File: src/common/tap_pkg.sv
// Constants and carrier types for the configuration device test access port
package tap_pkg;
  localparam int unsigned IR_LEN     = 10;
  localparam int unsigned BSR_LEN    = 174;
  localparam int unsigned DR32_LEN   = 32;
  localparam int unsigned IO_PINS    = 87;
  // Opcodes; values are arbitrary
  localparam logic [9:0] OP_EXTEST   = 10'h000;
  localparam logic [9:0] OP_SAMPLE   = 10'h055;
  localparam logic [9:0] OP_IDCODE   = 10'h059;
  localparam logic [9:0] OP_USERCODE = 10'h079;
  localparam logic [9:0] OP_RECONFIG = 10'h1E1;
  localparam logic [9:0] OP_HOLDCFG  = 10'h1E2;
  localparam logic [9:0] OP_ISP_EN   = 10'h2CC;
  localparam logic [9:0] OP_ISP_DIS  = 10'h201;
  localparam logic [9:0] OP_BYPASS   = 10'h3FF;
  localparam logic [9:0] IR_CAPTURE  = 10'h001;
  // Idle pin levels {tdi, tms, tck} held by the synchronisers in reset
  localparam logic [2:0] PIN_IDLE    = 3'h6;
  // Identification value is arbitrary; bit 0 stays one
  localparam logic [31:0] IDCODE_VAL = 32'h0A5C_1001;

  typedef enum logic [3:0] {
    TLR, RTI, SEL_DR, CAP_DR, SH_DR, EX1_DR, PA_DR, EX2_DR, UPD_DR,
    SEL_IR, CAP_IR, SH_IR, EX1_IR, PA_IR, EX2_IR, UPD_IR
  } tap_state_t;

  typedef struct packed {
    logic tdi;
    logic tms;
    logic tck;
  } jtag_in_t;

  typedef struct packed {
    logic tdo;
    logic tdoOe;
  } jtag_out_t;
endpackage : tap_pkg

File: src/rtl/config_device_jtag_tap.sv
// Test access port with boundary scan, user code and configuration-start control
// How it works
// - Four-pin port, also used for flash programming
// - Instruction register is ten bits long
// - Boundary chain holds 174 cells
// - Sample captures pins, preload loads update latches
// - External test drives pattern, captures input pins
// - Bypass is one stage between TDI and TDO
// - Identification instruction shifts fixed ID out
// - User code shifts a 32-bit programmed pattern
// - Reconfigure holds start line low while current
// - Hold-pending instruction asserts start line before flash
// - Programming instructions follow the 1532 standard
module config_device_jtag_tap (
  // Clock and reset
  input  wire logic                            clk,
  input  wire logic                            arst_n,
  // Test port pins
  input  wire tap_pkg::jtag_in_t               jtagIn,
  output tap_pkg::jtag_out_t                   jtagOut,
  // Device pins seen by the boundary chain
  input  wire logic [tap_pkg::IO_PINS-1:0]     pinIn,
  input  wire logic [tap_pkg::IO_PINS-1:0]     coreOut,
  output logic      [tap_pkg::IO_PINS-1:0]     pinOut,
  output logic                                 extestActive,
  // Programmed user code
  input  wire logic [tap_pkg::DR32_LEN-1:0]    userCode,
  // Configuration start line, open drain
  output logic                                 initConfOut,
  output logic                                 initConfOe,
  // Flash programming access
  output logic                                 ispMode,
  output logic                                 flashAccess
);
  // Pin synchronisers
  logic [2:0] syncA_q;
  logic [2:0] syncB_q;
  logic       tckPrev_q;
  always_ff @(posedge clk or negedge arst_n)
  begin
    if (!arst_n)
    begin
      syncA_q   <= tap_pkg::PIN_IDLE;
      syncB_q   <= tap_pkg::PIN_IDLE;
      tckPrev_q <= 1'h0;
    end
    else
    begin
      syncA_q   <= {jtagIn.tdi, jtagIn.tms, jtagIn.tck};
      syncB_q   <= syncA_q;
      tckPrev_q <= syncB_q[0];
    end
  end

  wire tdiS  = syncB_q[2];
  wire tmsS  = syncB_q[1];
  wire tckRise = syncB_q[0] & ~tckPrev_q;
  wire tckFall = ~syncB_q[0] & tckPrev_q;

  // Controller state
  tap_pkg::tap_state_t state_q, state_d;
  always_comb
  begin
    state_d = state_q;
    case (state_q)
      tap_pkg::TLR:    state_d = tmsS ? tap_pkg::TLR    : tap_pkg::RTI;
      tap_pkg::RTI:    state_d = tmsS ? tap_pkg::SEL_DR : tap_pkg::RTI;
      tap_pkg::SEL_DR: state_d = tmsS ? tap_pkg::SEL_IR : tap_pkg::CAP_DR;
      tap_pkg::CAP_DR: state_d = tmsS ? tap_pkg::EX1_DR : tap_pkg::SH_DR;
      tap_pkg::SH_DR:  state_d = tmsS ? tap_pkg::EX1_DR : tap_pkg::SH_DR;
      tap_pkg::EX1_DR: state_d = tmsS ? tap_pkg::UPD_DR : tap_pkg::PA_DR;
      tap_pkg::PA_DR:  state_d = tmsS ? tap_pkg::EX2_DR : tap_pkg::PA_DR;
      tap_pkg::EX2_DR: state_d = tmsS ? tap_pkg::UPD_DR : tap_pkg::SH_DR;
      tap_pkg::UPD_DR: state_d = tmsS ? tap_pkg::SEL_DR : tap_pkg::RTI;
      tap_pkg::SEL_IR: state_d = tmsS ? tap_pkg::TLR    : tap_pkg::CAP_IR;
      tap_pkg::CAP_IR: state_d = tmsS ? tap_pkg::EX1_IR : tap_pkg::SH_IR;
      tap_pkg::SH_IR:  state_d = tmsS ? tap_pkg::EX1_IR : tap_pkg::SH_IR;
      tap_pkg::EX1_IR: state_d = tmsS ? tap_pkg::UPD_IR : tap_pkg::PA_IR;
      tap_pkg::PA_IR:  state_d = tmsS ? tap_pkg::EX2_IR : tap_pkg::PA_IR;
      tap_pkg::EX2_IR: state_d = tmsS ? tap_pkg::UPD_IR : tap_pkg::SH_IR;
      tap_pkg::UPD_IR: state_d = tmsS ? tap_pkg::SEL_DR : tap_pkg::RTI;
      default:         state_d = tap_pkg::TLR;
    endcase
  end

  always_ff @(posedge clk or negedge arst_n)
  begin
    if (!arst_n)
      state_q <= tap_pkg::TLR;
    else if (tckRise)
      state_q <= state_d;
  end

  // Instruction register
  logic [tap_pkg::IR_LEN-1:0] irShift_q;
  logic [tap_pkg::IR_LEN-1:0] ir_q;
  always_ff @(posedge clk or negedge arst_n)
  begin
    if (!arst_n)
    begin
      irShift_q <= tap_pkg::IR_CAPTURE;
      ir_q      <= tap_pkg::OP_IDCODE;
    end
    else if (tckRise)
    begin
      if (state_q == tap_pkg::CAP_IR)
        irShift_q <= tap_pkg::IR_CAPTURE;
      else if (state_q == tap_pkg::SH_IR)
        irShift_q <= {tdiS, irShift_q[tap_pkg::IR_LEN-1:1]};
    end
    else if (tckFall)
    begin
      if (state_q == tap_pkg::TLR)
        ir_q <= tap_pkg::OP_IDCODE;
      else if (state_q == tap_pkg::UPD_IR)
        ir_q <= irShift_q;
    end
  end

  // Decoded states, instructions and strobes
  logic                         inTlr;
  logic                         inCapDr;
  logic                         inShDr;
  logic                         inUpdDr;
  logic                         inShIr;
  logic                         selExtest;
  logic                         selSample;
  logic                         selBsr;
  logic                         selId;
  logic                         selUser;
  logic                         selRcfg;
  logic                         selHold;
  logic                         selIspEn;
  logic                         selIspDis;
  logic                         sel32;
  logic                         selByp;
  logic                         capBsr;
  logic                         shBsr;
  logic                         updBsr;
  logic                         cap32;
  logic                         sh32;
  logic                         capByp;
  logic                         shByp;
  logic                         shifting;
  logic                         tdoNext;
  logic                         holdLine;
  logic                         ispMode_d;
  logic                         flashNext;
  logic [tap_pkg::IO_PINS-1:0]  pinNext;

  assign inTlr   = (state_q == tap_pkg::TLR);
  assign inCapDr = (state_q == tap_pkg::CAP_DR);
  assign inShDr  = (state_q == tap_pkg::SH_DR);
  assign inUpdDr = (state_q == tap_pkg::UPD_DR);
  assign inShIr  = (state_q == tap_pkg::SH_IR);

  // Instruction decode
  function automatic logic isOp(
    input logic [tap_pkg::IR_LEN-1:0] ir,
    input logic [tap_pkg::IR_LEN-1:0] op
  );
    isOp = (ir == op);
  endfunction : isOp

  assign selExtest = isOp(ir_q, tap_pkg::OP_EXTEST);
  assign selSample = isOp(ir_q, tap_pkg::OP_SAMPLE);
  assign selBsr    = selExtest | selSample;
  assign selId     = isOp(ir_q, tap_pkg::OP_IDCODE);
  assign selUser   = isOp(ir_q, tap_pkg::OP_USERCODE);
  assign selRcfg   = isOp(ir_q, tap_pkg::OP_RECONFIG);
  assign selHold   = isOp(ir_q, tap_pkg::OP_HOLDCFG);
  assign selIspEn  = isOp(ir_q, tap_pkg::OP_ISP_EN);
  assign selIspDis = isOp(ir_q, tap_pkg::OP_ISP_DIS);
  assign sel32     = selId | selUser;
  // Unknown opcodes land on the bypass stage
  assign selByp    = ~(selBsr | sel32);

  // Data register strobes
  assign capBsr = tckRise & inCapDr & selBsr;
  assign shBsr  = tckRise & inShDr & selBsr;
  assign updBsr = tckFall & inUpdDr & selBsr;
  assign cap32  = tckRise & inCapDr & sel32;
  assign sh32   = tckRise & inShDr & sel32;
  assign capByp = tckRise & inCapDr & selByp;
  assign shByp  = tckRise & inShDr & selByp;

  // Boundary chain, one shift cell and one update cell per bit
  logic [tap_pkg::BSR_LEN-1:0]  bsr_q;
  logic [tap_pkg::BSR_LEN-1:0]  bsrUpd_q;
  wire  [tap_pkg::BSR_LEN-1:0]  bsrCapture = {pinIn, coreOut};
  wire  [tap_pkg::BSR_LEN-1:0]  bsrShiftIn = {tdiS, bsr_q[tap_pkg::BSR_LEN-1:1]};

  for (genvar c = 0; c < tap_pkg::BSR_LEN; c++)
  begin : g_cell
    always_ff @(posedge clk or negedge arst_n)
    begin
      if (!arst_n)
        bsr_q[c] <= 1'h0;
      else if (capBsr)
        bsr_q[c] <= bsrCapture[c];
      else if (shBsr)
        bsr_q[c] <= bsrShiftIn[c];
    end

    always_ff @(posedge clk or negedge arst_n)
    begin
      if (!arst_n)
        bsrUpd_q[c] <= 1'h0;
      else if (updBsr)
        bsrUpd_q[c] <= bsr_q[c];
    end
  end : g_cell

  // Identification and user code register
  logic [tap_pkg::DR32_LEN-1:0] dr32_q;
  wire  [tap_pkg::DR32_LEN-1:0] dr32Capture = selId ? tap_pkg::IDCODE_VAL : userCode;
  always_ff @(posedge clk or negedge arst_n)
  begin
    if (!arst_n)
      dr32_q <= '0;
    else if (cap32)
      dr32_q <= dr32Capture;
    else if (sh32)
      dr32_q <= {tdiS, dr32_q[tap_pkg::DR32_LEN-1:1]};
  end

  // Bypass stage
  logic                         bypass_q;
  always_ff @(posedge clk or negedge arst_n)
  begin
    if (!arst_n)
      bypass_q <= 1'h0;
    else if (capByp)
      bypass_q <= 1'h0;
    else if (shByp)
      bypass_q <= tdiS;
  end

  // Serial output mux
  assign shifting = inShDr | inShIr;
  assign tdoNext  = inShIr ? irShift_q[0] :
                    selBsr ? bsr_q[0] : sel32 ? dr32_q[0] : bypass_q;

  // Serial output moves only on falling test clock edges
  always_ff @(posedge clk or negedge arst_n)
  begin
    if (!arst_n)
      jtagOut <= '0;
    else if (tckFall)
    begin
      jtagOut.tdo   <= tdoNext;
      jtagOut.tdoOe <= shifting;
    end
  end

  // Pins follow the core unless external test drives the update cells
  assign pinNext = selExtest ? bsrUpd_q[tap_pkg::IO_PINS-1:0] : coreOut;
  always_ff @(posedge clk or negedge arst_n)
  begin
    if (!arst_n)
      extestActive <= 1'h0;
    else
      extestActive <= selExtest;
  end

  always_ff @(posedge clk or negedge arst_n)
  begin
    if (!arst_n)
      pinOut <= '0;
    else
      pinOut <= pinNext;
  end

  // Configuration-start line, open drain: held low while reconfigure or hold is current
  assign holdLine = selRcfg | selHold;
  always_ff @(posedge clk or negedge arst_n)
  begin
    if (!arst_n)
      initConfOut <= 1'h0;
    else
      initConfOut <= 1'h0;
  end

  always_ff @(posedge clk or negedge arst_n)
  begin
    if (!arst_n)
      initConfOe <= 1'h0;
    else
      initConfOe <= holdLine;
  end

  // Programming mode and guarded flash access
  assign ispMode_d = (ispMode | selIspEn) & ~selIspDis & ~inTlr;
  assign flashNext = ispMode_d & initConfOe & selHold;
  always_ff @(posedge clk or negedge arst_n)
  begin
    if (!arst_n)
      ispMode <= 1'h0;
    else
      ispMode <= ispMode_d;
  end

  always_ff @(posedge clk or negedge arst_n)
  begin
    if (!arst_n)
      flashAccess <= 1'h0;
    else
      flashAccess <= flashNext;
  end
endmodule : config_device_jtag_tap

File: config.mk
export PLATFORM = sky130hd
export DESIGN_NAME = config_device_jtag_tap
export DESIGN_NICKNAME = d
export VERILOG_FILES = /design/src/common/tap_pkg.sv /design/src/rtl/config_device_jtag_tap.sv
export SDC_FILE = /design/constraint.sdc
export NUM_CORES = 1
export LEC_CHECK = 0
export BUFFER_PORTS_ARGS = -buffer_cell sky130_fd_sc_hd__buf_2
export CAP_MARGIN = 20
export CORE_ASPECT_RATIO = 0.8
export CORE_UTILIZATION = 55
export DETAILED_ROUTE_END_ITERATION = 6
export PLACE_DENSITY = 0.77
export SYNTH_ARGS = -nofsm -noshare
export SYNTH_HDL_FRONTEND = slang
export SYNTH_SLANG_ARGS = --single-unit
File: constraint.sdc
create_clock -name clk -period 3.6 [get_ports clk]
set_input_delay 0.54 -clock clk [delete_from_list [all_inputs] [get_ports clk]]
set_output_delay 0.54 -clock clk [all_outputs]
set_load 0.1 [all_outputs]
==> flow_metrics.py <==
metrics = {
    "worst_setup_path": {
        "cp.required_ps": 4030,
        "worstPathMaxFanout": 40,
        "r2r_start": "state_q[2]",
        "cp-startpoint": "state_q[2]",
        "setup.worst_path.class": "register to register",
        "crit_buf_inv": 2,
        "crit_slowest_cell": "dfrtp_1",
        "r2r_end": "bypass_q",
        "reg2reg_setup_slack_ps": 890,
        "worstPathArrival_ps": 3140,
        "reg2reg_depth": 5,
        "critPathLaunchType": "register",
        "crit_family": "simple AND/OR/NAND/NOR gates",
        "path_cells": "inv_1 -> nor4_1 -> nand2_4 -> buf_4 -> o41ai_1",
        "end_kind": "register",
        "slowest_delay_ps": 660,
    },
    "power": {
        "p_total_w": 0.0198,
        "p_leak_nw": 9.40,
        "clkPwrFrac_pct": 23.1,
        "peakVddDrop_v": 0.000755,
        "switchingPower_w": 0.00855,
        "power_density_mw_per_mm2": 959,
        "pwr-share-comb_pct": 40.2,
        "p_seq_share_pct": 36.8,
        "sw_frac_of_total_pct": 43.2,
        "p_int_w": 0.0112,
    },
    "placement": {
        "io_buffers": 303,
        "place_hpwl_um": 27700,
        "dpl_cell_area_mm2": 0.0191,
        "place_congestion": 0.849,
    },
    "global_route": {
        "grt_usage_pct": 27.6,
        "grt_pass1_vias": 13100,
        "overflow": 0,
        "antenna_found_initial": 20,
        "grt_max_degree": 115,
        "grt_pass1_wl_um": 69800,
    },
    "timing": {
        "finalHoldViolations": 0,
        "slew_viol_final": 0,
        "skew_ps": 23.2,
        "grt_setup_unrepaired": "false",
        "post-route-period-util_pct": 75.3,
        "tightest_slew_ps": 1080,
        "finalSetupTns_ps": 0,
        "period_needed_ps": 2710,
        "maxSlewHeadroom_pct": 27.8,
        "fmax_mhz": 369,
        "setup_viol": 0,
    },
    "clocking": {
        "cts.path.max_buffers": 3,
        "clk_pin_slew_ps": 60,
        "cts_resized": 0,
        "clkSinkCount": 418,
        "clk_latency_ps": 540,
        "cts_tree": "built",
        "cts_setup_buffers": 0,
        "h-tree-depth": 2,
        "cts.root.buffer_cell": "clkbuf_16",
        "cts_inserted_buffers": 42,
    },
    "min_path": {
        "holdPathEnd": "syncA_q[0]",
        "hold_depth": 1,
        "hp-start": "jtagIn[0]",
        "hold_class": "input port to register",
    },
    "routing": {
        "vias": 13100,
        "dr.pass1.iters": 5,
        "viasPerCell": 5.74,
        "avgRoutedWirePerCell_um": 19.1,
        "antenna_left": 0,
        "drcViolationCount": 0,
        "wirelength_um": 43600,
        "drt_iter0_drc": 862,
    },
    "synth": {
        "synth-edff-count": 0,
        "ys.flop_type": "dfrtp_1",
        "ys.warnings.count": 0,
        "yosysSeqAreaShare_pct": 60.7,
        "synthDistinctLibCells": 51,
        "synth_fp_nets": 1784,
        "synth_area_mm2": 0.0172,
        "async_flop_share_pct": 100,
        "ys_ff_latch": 418,
        "syn_area_per_cell_um2": 11.0,
        "yosysTopAreaCell": "dfrtp_1",
        "synth_top_area_share_pct": 59.3,
        "netlist_instances": 1573,
        "netlist_top_cells_area": "dfrtp_1 59%, mux2_2 10%, nor2_1 4.9%",
    },
    "finish": {
        "layout.area.seq_mm2": 0.0105,
        "design_area_mm2": 0.0206,
        "final_nets": 2031,
        "fill_cells": 2322,
        "fin_util_pct": 67.4,
        "multiInputGateArea_mm2": 0.00626,
        "syn2layout_area_growth_pct": 19.6,
        "drive_gt1_share_pct": 30.4,
    },
    "run_status": {
        "status": "completed",
    },
    "floorplanning": {
        "die_h_um": 160,
        "die_area_mm2": 0.0321,
        "start_util_pct": 56.4,
        "num_io_pins": 305,
        "core_area_mm2": 0.0306,
        "num_rows": 57,
        "die_w_um": 200,
    },
    "flow_run": {
        "drv_cap": 0,
    },
}
through the flow:
step	worst slack [ps]	cells	hold slack (ps)
6_report	889	2281	122
5_1_grt	663	2277	93.6
4_1_cts	882	2264	94.0
3_5_place_dp	858	2186	350
3_3_place_gp	1020	2186	348
2_1_floorplan	1450	1573	244
repair_timing:
action,CTS,global route
endpoints found under the hold margin,8,0
endpoints found under the setup margin,0,0
hold buffers,1,0
metal layers:
metal  vias to the layer above  wire length (um)  part of all wire [%]  track usage (%)
met2                       405             20000                    46             42.0
met1                      6499             19100                    44             38.5
met4                        12              1260                   2.9             10.1
met3                        90              3200                   7.3             7.20
li1                       6079                 -                     -                -
met5                         -                78                  0.18                0
power groups by stage:
stage / clock network, W / registers [W] / logic [W]
after global routing: 0.00484 / 0.00746 / 0.00839
after global placement: 0 / 0.00725 / 0.00780
after floorplan: 0 / 0.0105 / 0.00309
after CTS: 0.00466 / 0.00726 / 0.00797
after detailed placement: 0 / 0.00732 / 0.00792
final: 0.00457 / 0.00727 / 0.00794
logic make-up (layout without fill, tap and decap cells):
logic type             after synthesis  count (layout)  synth area share [%]
AO/OA/AOI/OAI                      393             393                  13.7
XOR/XNOR                             1               1                0.0508
buffers and inverters              127             407                  3.28
flip-flops                         418             418                  60.7
multiplexers                       175             175                  11.4
other                                1              16                0.0217
AND/OR/NAND/NOR                    458             458                  10.8
worst register-to-register path, cell delays in order (launching register included):
cell	delay, ps
dfrtp_1	660
inv_1	200
nor4_1	570
nand2_4	430
buf_4	400
o41ai_1	340
how the worst max path moves through the flow:
stage	slack (ps)	end	depth (start not counted)
6_report	890	bypass_q	5
5_1_grt	660	bsrShiftIn[58]	6
4_1_cts	880	dr32_q[30]	4
3_5_place_dp	860	bypass_q	5
3_3_place_gp	1020	dr32_q[30]	4
2_1_floorplan	1450	bsrUpd_q[17]	9
flip-flops by register name (all words and copies together) (netlist names), 2 cells and up:
register / cells
irShift_q: 10
bsrUpd_q: 87
jtagOut: 2
bsrShiftIn: 173
syncA_q: 3
state_q: 4
syncB_q: 3
ir_q: 10
dr32_q: 32
pinOut: 87
cell type report:
cell class / count / share of cell area [%]
Tap cell: 413 / 2.51
Antenna cell: 15 / 0.182
Clock inverter: 10 / 0.862
Clock buffer: 67 / 6.15
Sequential cell: 418 / 50.8
Timing Repair Buffer: 327 / 9.11
Multi-Input combinational cell: 1028 / 30.3
Inverter: 3 / 0.0546
Yosys cell counts, drive strengths merged (2+ instances only):
library cell / n
inv: 3
o21a: 2
a21oi: 145
nor2b: 7
dfrtp: 409
nor4: 4
o31ai: 33
a22o: 9
o22ai: 112
a211oi: 4
nor3b: 11
and3: 2
nand3: 5
mux2: 174
nor2: 224
nor3: 4
buf: 61
nand2b: 4
o21ai: 15
a31oi: 64
clkbuf: 63
nand2: 187
or3: 2
dfstp: 9
placed cells by master (no fill, tap or decap), types with 9 or more instances in the layout:
master / Yosys / routed
dfrtp_1: 409 / 409
buf_2: 44 / 302
nor2_1: 224 / 223
nand2_1: 187 / 186
mux2_2: 158 / 158
a21oi_1: 144 / 144
o22ai_1: 112 / 112
a31oi_1: 64 / 64
clkbuf_16: 0 / 45
o31ai_1: 33 / 33
mux2_1: 16 / 16
clkbuf_1: 63 / 16
diode_2: 0 / 15
o21ai_0: 15 / 15
buf_12: 0 / 13
nor3b_1: 11 / 11
a22o_1: 9 / 9
dfstp_2: 9 / 9
buf_4: 1 / 9
No activity file was read; power rests on OpenSTA's default activity.
